===== config.mk =====
export PLATFORM = sky130hd
export DESIGN_NAME = adcc_top
export DESIGN_NICKNAME = d
export VERILOG_FILES = /design/src/hdl/adcc_pkg.sv /design/src/hdl/adcc_clkdiv.sv /design/src/hdl/adcc_top.sv
export VERILOG_INCLUDE_DIRS = /design/src /design/src/hdl
export SDC_FILE = /design/constraint.sdc
export NUM_CORES = 1
export LEC_CHECK = 0
export ABC_AREA = 1
export BUFFER_PORTS_ARGS = -buffer_cell sky130_fd_sc_hd__clkbuf_2
export CORE_MARGIN = 3
export CORE_UTILIZATION = 57
export CTS_BUF_LIST = sky130_fd_sc_hd__clkbuf_8
export DETAILED_ROUTE_END_ITERATION = 7
export PLACE_DENSITY = 0.91
export SYNTH_ARGS = -nofsm -noshare
export SYNTH_HDL_FRONTEND = slang
export SYNTH_SLANG_ARGS = --single-unit

===== constraint.sdc =====
create_clock -name I_CLK -period 2.96 [get_ports I_CLK]
set_clock_uncertainty 0.2 [all_clocks]
set_input_delay 0.592 -clock I_CLK [delete_from_list [all_inputs] [get_ports I_CLK]]
set_output_delay 0.592 -clock I_CLK [all_outputs]
set_load 0.01 [all_outputs]

===== src/hdl/adcc_map.svh =====
`ifndef ADCC_MAP_SVH
`define ADCC_MAP_SVH
// Input clock select codes.
`define ADCC_ICLK_BUS       2'h0
`define ADCC_ICLK_BUS_HALF  2'h1
`define ADCC_ICLK_ALT       2'h2
`define ADCC_ICLK_ASYNC     2'h3
// Resolution mode codes.
`define ADCC_MODE_8BIT      2'h0
`define ADCC_MODE_10BIT     2'h2
// Channel code that leaves the converter idle.
`define ADCC_CH_IDLE        5'h1f
// Conversion clock counts per conversion phase; the transfer tail counts bus clocks.
`define ADCC_SAMPLE_SHORT   6'h03
`define ADCC_SAMPLE_LONG    6'h17
`define ADCC_FIRST_EXTRA    6'h03
`define ADCC_BUS_TAIL       3'h5
// Asynchronous clock start-up time in ns, and the bus cycles it takes.
`define ADCC_ASYNC_START_NS 5000
`define ADCC_CLK_NS         10
`define ADCC_ASYNC_START_CYC ((`ADCC_ASYNC_START_NS + `ADCC_CLK_NS - 1) / `ADCC_CLK_NS)
`endif


===== src/hdl/adcc_pkg.sv =====
package adcc_pkg;
    // Conversion configuration carried as one group.
    typedef struct packed {
        logic [4:0] channel;
        logic       hw_trig;
        logic       cont;
        logic       cmp_en;
        logic       cmp_gte;
        logic [9:0] cmp_val;
        logic [1:0] mode;
        logic       long_smp;
        logic [1:0] iclk;
        logic [1:0] div;
        logic       irq_en;
    } adcc_cfg_s;

    // Conversion sequencer states.
    typedef enum logic [4:0] {
        ST_IDLE   = 5'b00001,
        ST_START  = 5'b00010,
        ST_SAMPLE = 5'b00100,
        ST_CONV   = 5'b01000,
        ST_XFER   = 5'b10000
    } adcc_state_e;
endpackage : adcc_pkg


===== src/hdl/adcc_clkdiv.sv =====
`timescale 1ns/1ps
`include "adcc_map.svh"
// Selects the converter input rate and divides it into a conversion clock enable.
module adcc_clkdiv (
    input  wire logic       i_clk,     // Bus clock.
    input  wire logic       i_arst_n,  // Asynchronous reset, active low.
    input  wire logic [1:0] i_iclk,    // Input clock select.
    input  wire logic [1:0] i_div,     // Clock divide select.
    input  wire logic       i_alt_en,  // Alternate clock enable pulse.
    input  wire logic       i_async_en,// Asynchronous clock enable pulse.
    output logic            o_tick     // Conversion clock enable pulse.
);
    logic       half;
    logic       src;
    logic [2:0] cnt;
    logic [2:0] lim;

    // Source pulse chosen by the input clock select field.
    always_comb begin
        case (i_iclk)
            `ADCC_ICLK_BUS:      src = 1'b1;
            `ADCC_ICLK_BUS_HALF: src = half;
            `ADCC_ICLK_ALT:      src = i_alt_en;
            default:             src = i_async_en;
        endcase
        lim = 3'((4'h1 << i_div) - 4'h1);
    end

    // Bus clock halved for the second source.
    always_ff @(posedge i_clk or negedge i_arst_n) begin
        if (!i_arst_n) half <= 1'b0;
        else           half <= ~half;
    end

    // Divide the source by 1, 2, 4 or 8.
    always_ff @(posedge i_clk or negedge i_arst_n) begin
        if (!i_arst_n) begin
            cnt    <= 3'h0;
            o_tick <= 1'b0;
        end else begin
            o_tick <= 1'b0;
            if (src) begin
                if (cnt >= lim) begin
                    cnt    <= 3'h0;
                    o_tick <= 1'b1;
                end else begin
                    cnt <= cnt + 3'h1;
                end
            end
        end
    end
endmodule : adcc_clkdiv


===== src/hdl/adcc_top.sv =====
`timescale 1ns/1ps
`include "adcc_map.svh"
module adcc_top #(
    parameter int PINS = 8,                            // Analog-capable pins.
    parameter int START_CYC = `ADCC_ASYNC_START_CYC    // Asynchronous start-up count.
) (
    input  wire logic               I_CLK,        // Bus clock, 100 MHz.
    input  wire logic               I_ARST_N,     // Asynchronous reset, active low.
    input  wire logic               I_WR_SC1,     // Control register one write strobe.
    input  wire adcc_pkg::adcc_cfg_s I_CFG,       // Configuration; channel taken on write.
    input  wire logic               I_CLR_COCO,   // Clear complete flag pulse.
    input  wire logic               I_HW_TRIG,    // Hardware conversion trigger pin.
    input  wire logic               I_ALT_EN,     // Alternate clock enable pulse.
    input  wire logic               I_ASYNC_EN,   // Asynchronous clock enable pulse.
    input  wire logic               I_CMP_OUT,    // Analog comparator bit decision.
    input  wire logic [PINS-1:0]    I_PIN_DIS,    // Analog pin disable bits.
    input  wire logic [PINS-1:0]    I_PORT_OE,    // Port driver enables.
    input  wire logic [PINS-1:0]    I_PORT_PU,    // Port pullup enables.
    input  wire logic [PINS-1:0]    I_PIN_IN,     // Raw pin levels.
    output logic [PINS-1:0]         O_PIN_OE,     // Gated driver enables.
    output logic [PINS-1:0]         O_PIN_PU,     // Gated pullup enables.
    output logic [PINS-1:0]         O_PORT_RD,    // Pin levels seen by the port.
    output logic [4:0]              O_CHANNEL,    // Channel being converted.
    output logic                    O_TRIAL,      // Trial bit applied to converter.
    output logic [9:0]              O_SAR,        // Approximation register.
    output logic                    O_ACTIVE,     // Conversion in progress.
    output logic [7:0]              O_RESULT_HIGH,// Result high register.
    output logic [7:0]              O_RESULT_LOW, // Result low register.
    output logic                    O_COCO,       // Conversion complete flag.
    output logic                    O_IRQ         // Completion interrupt request.
);
    adcc_pkg::adcc_state_e state;
    adcc_pkg::adcc_cfg_s   cfg;
    logic        tick;
    logic [1:0]  trig_sync;
    logic        trig_q;
    logic        trig_rise;
    logic        first;
    logic        cont_run;
    logic [5:0]  cnt;
    logic [3:0]  bitpos;
    logic [2:0]  tail;
    logic [12:0] start_cnt;
    logic [9:0]  res;
    logic        cmp_hit;
    logic        sw_start;
    logic        hw_start;
    logic [PINS-1:0] pin_sync1;
    logic [PINS-1:0] pin_sync2;

    // Bits of the conversion width are 10 or 8.
    function automatic logic [3:0] top_bit(input logic [1:0] m);
        return (m == `ADCC_MODE_10BIT) ? 4'h9 : 4'h7;
    endfunction : top_bit

    // Start-up wait in bus cycles; only the asynchronous source needs one.
    function automatic logic [12:0] startup_count(input logic [1:0] iclk);
        return (iclk == `ADCC_ICLK_ASYNC) ? 13'(START_CYC) : 13'h0;
    endfunction : startup_count

    adcc_clkdiv u_div (
        .i_clk     (I_CLK),
        .i_arst_n  (I_ARST_N),
        .i_iclk    (cfg.iclk),
        .i_div     (cfg.div),
        .i_alt_en  (I_ALT_EN),
        .i_async_en(I_ASYNC_EN),
        .o_tick    (tick)
    );

    // Pin levels change outside the clock domain, so two flip-flops settle them first.
    always_ff @(posedge I_CLK or negedge I_ARST_N) begin
        if (!I_ARST_N) begin
            pin_sync1 <= '0;
            pin_sync2 <= '0;
        end else begin
            pin_sync1 <= I_PIN_IN;
            pin_sync2 <= pin_sync1;
        end
    end

    // Pin takeover is registered so every output leaves a flip-flop.
    always_ff @(posedge I_CLK or negedge I_ARST_N) begin
        if (!I_ARST_N) begin
            O_PIN_OE  <= '0;
            O_PIN_PU  <= '0;
            O_PORT_RD <= '0;
        end else begin
            O_PIN_OE  <= I_PORT_OE & ~I_PIN_DIS;
            O_PIN_PU  <= I_PORT_PU & ~I_PIN_DIS;
            O_PORT_RD <= pin_sync2 & ~I_PIN_DIS;
        end
    end

    // The trigger is asynchronous, so it is synchronised before the edge detector.
    always_ff @(posedge I_CLK or negedge I_ARST_N) begin
        if (!I_ARST_N) begin
            trig_sync <= 2'h0;
            trig_q    <= 1'b0;
        end else begin
            trig_sync <= {trig_sync[0], I_HW_TRIG};
            trig_q    <= trig_sync[1];
        end
    end

    assign trig_rise = trig_sync[1] & ~trig_q;
    assign sw_start  = I_WR_SC1 & ~I_CFG.hw_trig & (I_CFG.channel != `ADCC_CH_IDLE);
    // Edges while busy or while a continuous run goes on are dropped.
    assign hw_start  = cfg.hw_trig & trig_rise & (state == adcc_pkg::ST_IDLE)
                       & ~cont_run & (cfg.channel != `ADCC_CH_IDLE);

    // Configuration is captured on each control write.
    always_ff @(posedge I_CLK or negedge I_ARST_N) begin
        if (!I_ARST_N) cfg <= '{channel: `ADCC_CH_IDLE, default: '0};
        else if (I_WR_SC1) cfg <= I_CFG;
    end

    // Conversion sequencer.
    always_ff @(posedge I_CLK or negedge I_ARST_N) begin
        if (!I_ARST_N) begin
            state     <= adcc_pkg::ST_IDLE;
            first     <= 1'b1;
            cont_run  <= 1'b0;
            cnt       <= 6'h0;
            bitpos    <= 4'h0;
            tail      <= 3'h0;
            start_cnt <= 13'h0;
            O_SAR     <= 10'h0;
            O_TRIAL   <= 1'b0;
        end else if (I_WR_SC1) begin
            // A write aborts whatever runs and may start anew.
            state     <= sw_start ? adcc_pkg::ST_START : adcc_pkg::ST_IDLE;
            first     <= 1'b1;
            cont_run  <= 1'b0;
            O_TRIAL   <= 1'b0;
            start_cnt <= startup_count(I_CFG.iclk);
        end else begin
            case (state)
                adcc_pkg::ST_IDLE: begin
                    if (hw_start) begin
                        state     <= adcc_pkg::ST_START;
                        first     <= 1'b1;
                        start_cnt <= startup_count(cfg.iclk);
                    end
                end
                adcc_pkg::ST_START: begin
                    // Start-up wait, then first conversions add setup clocks.
                    if (start_cnt != 13'h0) begin
                        start_cnt <= start_cnt - 13'h1;
                    end else begin
                        state <= adcc_pkg::ST_SAMPLE;
                        cnt   <= (cfg.long_smp ? `ADCC_SAMPLE_LONG : `ADCC_SAMPLE_SHORT)
                                 + (first ? `ADCC_FIRST_EXTRA : 6'h0);
                    end
                end
                adcc_pkg::ST_SAMPLE: begin
                    if (tick) begin
                        if (cnt <= 6'h1) begin
                            state   <= adcc_pkg::ST_CONV;
                            bitpos  <= top_bit(cfg.mode);
                            O_SAR   <= 10'h1 << top_bit(cfg.mode);
                            O_TRIAL <= 1'b1;
                        end else begin
                            cnt <= cnt - 6'h1;
                        end
                    end
                end
                adcc_pkg::ST_CONV: begin
                    // One bit decided per conversion clock; the next trial bit rises with it.
                    if (tick) begin
                        O_SAR[bitpos] <= I_CMP_OUT;
                        if (bitpos == 4'h0) begin
                            state   <= adcc_pkg::ST_XFER;
                            O_TRIAL <= 1'b0;
                            tail    <= first ? `ADCC_BUS_TAIL : 3'h1;
                        end else begin
                            bitpos <= bitpos - 4'h1;
                            O_SAR[bitpos - 4'h1] <= 1'b1;
                        end
                    end
                end
                adcc_pkg::ST_XFER: begin
                    if (tail <= 3'h1) begin
                        first <= 1'b0;
                        if (cfg.cont) begin
                            state    <= adcc_pkg::ST_START;
                            cont_run <= 1'b1;
                        end else begin
                            state <= adcc_pkg::ST_IDLE;
                        end
                    end else begin
                        tail <= tail - 3'h1;
                    end
                end
                default: state <= adcc_pkg::ST_IDLE;
            endcase
        end
    end

    // Result is right justified; 8-bit mode keeps the upper bits zero.
    assign res = (cfg.mode == `ADCC_MODE_10BIT) ? O_SAR : {2'h0, O_SAR[7:0]};
    assign cmp_hit = cfg.cmp_gte ? (res >= cfg.cmp_val) : (res < cfg.cmp_val);
    wire xfer_done = (state == adcc_pkg::ST_XFER) && (tail <= 3'h1) && !I_WR_SC1;

    // Results load at completion; with compare on, only matching results land.
    always_ff @(posedge I_CLK or negedge I_ARST_N) begin
        if (!I_ARST_N) begin
            O_RESULT_HIGH <= 8'h0;
            O_RESULT_LOW  <= 8'h0;
        end else if (xfer_done && (!cfg.cmp_en || cmp_hit)) begin
            O_RESULT_HIGH <= {6'h0, res[9:8]};
            O_RESULT_LOW  <= res[7:0];
        end
    end

    // Completion flag: a new result beats a simultaneous clear.
    always_ff @(posedge I_CLK or negedge I_ARST_N) begin
        if (!I_ARST_N) begin
            O_COCO <= 1'b0;
            O_IRQ  <= 1'b0;
        end else begin
            if (xfer_done && (!cfg.cmp_en || cmp_hit)) O_COCO <= 1'b1;
            else if (I_CLR_COCO || I_WR_SC1)          O_COCO <= 1'b0;
            O_IRQ <= cfg.irq_en & ((xfer_done & (!cfg.cmp_en | cmp_hit)) | O_COCO);
        end
    end

    // Status mirrors.
    always_ff @(posedge I_CLK or negedge I_ARST_N) begin
        if (!I_ARST_N) begin
            O_ACTIVE  <= 1'b0;
            O_CHANNEL <= `ADCC_CH_IDLE;
        end else begin
            O_ACTIVE  <= (state != adcc_pkg::ST_IDLE);
            O_CHANNEL <= cfg.channel;
        end
    end

    a_idle_write_nostart: assert property (
        @(posedge I_CLK) disable iff (!I_ARST_N)
        (I_WR_SC1 && I_CFG.channel == `ADCC_CH_IDLE) |=> state == adcc_pkg::ST_IDLE)
        else $error("idle channel write started a conversion");
    a_sw_start_go: assert property (
        @(posedge I_CLK) disable iff (!I_ARST_N)
        sw_start |=> state == adcc_pkg::ST_START)
        else $error("software write did not start");
    a_busy_trig_drop: assert property (
        @(posedge I_CLK) disable iff (!I_ARST_N)
        (state == adcc_pkg::ST_CONV && !I_WR_SC1) |=> state != adcc_pkg::ST_START)
        else $error("conversion restarted mid-algorithm");
    a_hw_start_go: assert property (
        @(posedge I_CLK) disable iff (!I_ARST_N)
        (hw_start && !I_WR_SC1) |=> state == adcc_pkg::ST_START)
        else $error("trigger edge did not start");
    a_cont_no_hw: assert property (
        @(posedge I_CLK) disable iff (!I_ARST_N)
        (cont_run && !I_WR_SC1) |=> cont_run && !first)
        else $error("trigger relaunched a continuous run");
    a_single_idle: assert property (
        @(posedge I_CLK) disable iff (!I_ARST_N)
        (xfer_done && !cfg.cont) |=> state == adcc_pkg::ST_IDLE)
        else $error("single conversion did not return idle");
    a_cont_restart: assert property (
        @(posedge I_CLK) disable iff (!I_ARST_N)
        (xfer_done && cfg.cont) |=> state == adcc_pkg::ST_START)
        else $error("continuous run did not restart");
    a_result_load: assert property (
        @(posedge I_CLK) disable iff (!I_ARST_N)
        (xfer_done && !cfg.cmp_en) |=> O_RESULT_LOW == $past(res[7:0]) && O_COCO)
        else $error("result not loaded on completion");
    a_pin_takeover: assert property (
        @(posedge I_CLK) disable iff (!I_ARST_N)
        ##1 ((O_PIN_OE | O_PIN_PU) & $past(I_PIN_DIS)) == '0)
        else $error("disabled pin still driven or pulled up");
    a_port_read_zero: assert property (
        @(posedge I_CLK) disable iff (!I_ARST_N)
        ##1 (O_PORT_RD & $past(I_PIN_DIS)) == '0)
        else $error("disabled pin still read");
    a_abort_run: assert property (
        @(posedge I_CLK) disable iff (!I_ARST_N)
        I_WR_SC1 |=> !cont_run)
        else $error("continuous run survived a control write");
    a_cmp_miss_hold: assert property (
        @(posedge I_CLK) disable iff (!I_ARST_N)
        (xfer_done && cfg.cmp_en && !cmp_hit && !O_COCO) |=> !O_COCO && $stable(O_RESULT_LOW))
        else $error("compare miss loaded or flagged");
    a_irq_raise: assert property (
        @(posedge I_CLK) disable iff (!I_ARST_N)
        (cfg.irq_en && O_COCO) |=> O_IRQ)
        else $error("enabled completion raised no interrupt");
    a_bit_on_tick: assert property (
        @(posedge I_CLK) disable iff (!I_ARST_N)
        (state == adcc_pkg::ST_CONV && !tick && !I_WR_SC1) |=> $stable(bitpos))
        else $error("bit decided without a conversion clock");
endmodule : adcc_top


==> metrics.txt <==
TritonCTS clock tree yes; critical path type reg -> reg; Critical Path RT 3100 ps; cell count after synthesis 745; number of synthesized flops with an enable pin 0; WP data arrival 2680 ps; vias per inst 5.23; Final Setup Violations 0; achievable frequency 394 MHz; post-route antenna net violation count 0; Synth cell types 44; die width 113 µm; # diodes 0; Overflow after GRT 0; Top Ports 126; vias in the first global route 5117; #FFs+latches synth 137; post-CTS setup buffer count 0; Worst Tran Pin Value 684 ps; CP endpoint kind flip-flop; root buffer cell clkbuf_8; core area 11000 µm²; RSZ-0062 raised after global routing false; DRC viols 0; worst reg2reg path depth 14; worst r2r src cfg[6]$_DFFE_PN0P_; post-layout instance area 7560 µm²; FFs w/ async S/R, synth 1.00; antenna violations before repair 0; Placed Instance Area 7170 µm²; DR iter-0 viols 429; Max Fanout on Critical Path 12; via count 5335; Slew headroom 0.542; main flop type after synthesis dfrtp_1; syn avg cell area 8.68 µm²; largest net degree at the start of global routing 51; FF-to-FF End O_RESULT_LOW[1]$_DFFE_PN0P_; Period minus WS final 2540 ps; I/O Buffers 119; First-pass DRT Iterations 7; CP Launch Point cfg[6]$_DFFE_PN0P_; status finished, final reports clean; worst-skew pair later-pin latency 450 ps; Final Hold Violating Endpoints 0; GR Util All Layers 0.233; Clock Path Buffers 2; die area 12700 µm²; setup_tns 0 ps; DR WL/cell 13.7 µm; global-route wire length before repair 23700 µm; Maximum Capacitance Violations 0; static leakage power 4.10 nW; Synth Cell Area 6470 µm²; Reg clk slew, reported paths 90 ps; Min-Delay Path Class in -> reg; yosys warns 0; PnR worst setup slack 424 ps; power density cells 702 nW/µm²; Die Ht 113 µm; fraction of layout cells with a size suffix above 1 0.220; clock sinks 137; Pins Over Slew Limit 0; maximum vdd drop 0.500 mV; CP endpoint O_RESULT_LOW[1]$_DFFE_PN0P_; startpoint types flip-flop; sequential area share after synthesis 0.532; htree depth 4; Final Wtd Congestion 0.917; dpl hpwl 10600 µm; CTS buffer count 17; num rows 38; fin nets 961; r2r setup slk 420 ps; Synth-to-Final Area Change 17.0%; Final period util 0.857; worst slack, placed 450 ps; DRT Wirelength 14000 µm; Initial Utilization 0.589
## power breakdown
group          internal [mW]  switching [mW]
clock network          0.706           0.760
registers               2.14           0.207
logic                  0.551           0.940
## final cells by class
cell class	count	area, µm²
multi-input cells	475	2460
inverters	110	415
fillers	840	3420
flip-flops and latches	137	3440
well taps	140	175
clock buffers	18	248
repair buffers	127	689
clock inverters	14	136
## cells in the mapped netlist (2+ instances only)
cell | instances | area (µm²)
nand4_1 | 9 | 56.3
nand3_1 | 43 | 215
a31oi_1 | 3 | 18.8
o21a_1 | 3 | 22.5
dfrtp_1 | 125 | 3130
xor2_1 | 7 | 61.3
nor2_1 | 67 | 251
xnor2_1 | 4 | 35.0
nor2_4 | 3 | 33.8
a21oi_1 | 18 | 90.1
o211ai_1 | 2 | 15.0
nand3_2 | 2 | 20.0
o22ai_1 | 4 | 25.0
nand2_2 | 3 | 18.8
inv_2 | 3 | 11.3
inv_1 | 105 | 394
ha_1 | 26 | 325
o21ai_0 | 61 | 305
nand2_1 | 176 | 661
buf_2 | 4 | 20.0
o21bai_1 | 3 | 22.5
nor3_1 | 5 | 25.0
buf_4 | 14 | 105
clkbuf_1 | 9 | 33.8
dfstp_2 | 12 | 315
o31ai_1 | 3 | 22.5
nor2_2 | 6 | 37.5
o21ai_1 | 8 | 40.0
nand4_2 | 2 | 25.0
## stage by stage
stage               hold WS, ps  power (mW)   util  std cells
global placement            131        3.79  0.653        988
CTS                        25.0        5.34  0.689       1021
detailed placement          136        3.87  0.653        988
floorplan                  96.4        3.46      -        750
global route               14.0        5.69  0.689       1021
finish                     43.8        5.31  0.689       1021
## layer usage
metal  up-vias  GRT usage  wire (µm)
li1       2597          -          -
met1      2493      0.303       5850
met2       215      0.390       6830
met3        30     0.0491        983
met4         0     0.0825        282
met5         -          0          0
## sequential cells by signal, summed over array words and instances, names as in the netlist, 2 cells and up
name and count:
cfg 27, start_cnt 13, tail 3, cnt 6, O_SAR 10, u_div.cnt 3, bitpos 4, state 5
pin_sync1 8, O_CHANNEL 5, trig_sync 2, O_RESULT_LOW 8, O_PIN_OE 8, pin_sync2 8, O_PORT_RD 8, O_RESULT_HIGH 2
O_PIN_PU 8
## placed cells by master (no fill, tap or decap), types with 4 or more instances in the layout
cell      count
a21oi_1      18
buf_4         5
clkbuf_2    118
clkbuf_8     18
conb_1        6
dfrtp_1     125
dfstp_2      12
ha_1         26
inv_1       106
inv_6         6
nand2_1     176
nand3_1      43
nand4_1       9
nor2_1       67
nor2_2        6
nor3_1        5
o21ai_0      61
o21ai_1       8
o22ai_1       4
xnor2_1       4
xor2_1        7
## how the worst min path moves through the flow
| stage | startpoint | endpoint | slack [ps] | depth (start not counted) |
|---|---|---|---|---|
| 6_report | I_PIN_IN[5] | pin_sync1[5]$_DFF_PN0_ | 40 | 1 |
| 5_1_grt | I_PIN_IN[5] | pin_sync1[5]$_DFF_PN0_ | 10 | 1 |
| 4_1_cts | I_PIN_IN[5] | pin_sync1[5]$_DFF_PN0_ | 20 | 1 |
| 3_5_place_dp | pin_sync1[5]$_DFF_PN0_ | pin_sync2[5]$_DFF_PN0_ | 140 | 0 |
| 3_3_place_gp | pin_sync1[7]$_DFF_PN0_ | pin_sync2[7]$_DFF_PN0_ | 130 | 0 |
| 2_1_floorplan | I_ARST_N | O_ACTIVE$_DFF_PN0_ | 100 | 0 |
## cell families (layout without fill, tap and decap cells)
group	after synthesis	count (layout)	share of synthesized area
other	1	6	0.000580
buffers and inverters	138	269	0.0905
adder cells (fa/ha/maj)	26	26	0.0503
AO/OA/AOI/OAI	111	111	0.0965
XOR/XNOR	11	11	0.0149
multiplexers	1	1	0.00155
flip-flops	137	137	0.532
AND/OR/NAND/NOR	320	320	0.213
## timing repair
item,in CTS,in global routing
resized for setup,0,0
hold buffers,1,0
endpoints found under the hold margin,39,0
## worst max-delay path, cell delays in order (launching register included)
cell and delay, ps:
dfrtp_1 380, nor2_1 140, inv_1 90, nor2_1 220
ha_1 300, nand2_1 90, inv_1 50, a21oi_1 190
nand4_1 120, nand2_1 70, inv_1 40, nand2_1 80
nand2_1 240, nand2_1 170, nand2_1 60
No activity file was read; power rests on OpenSTA's default activity.
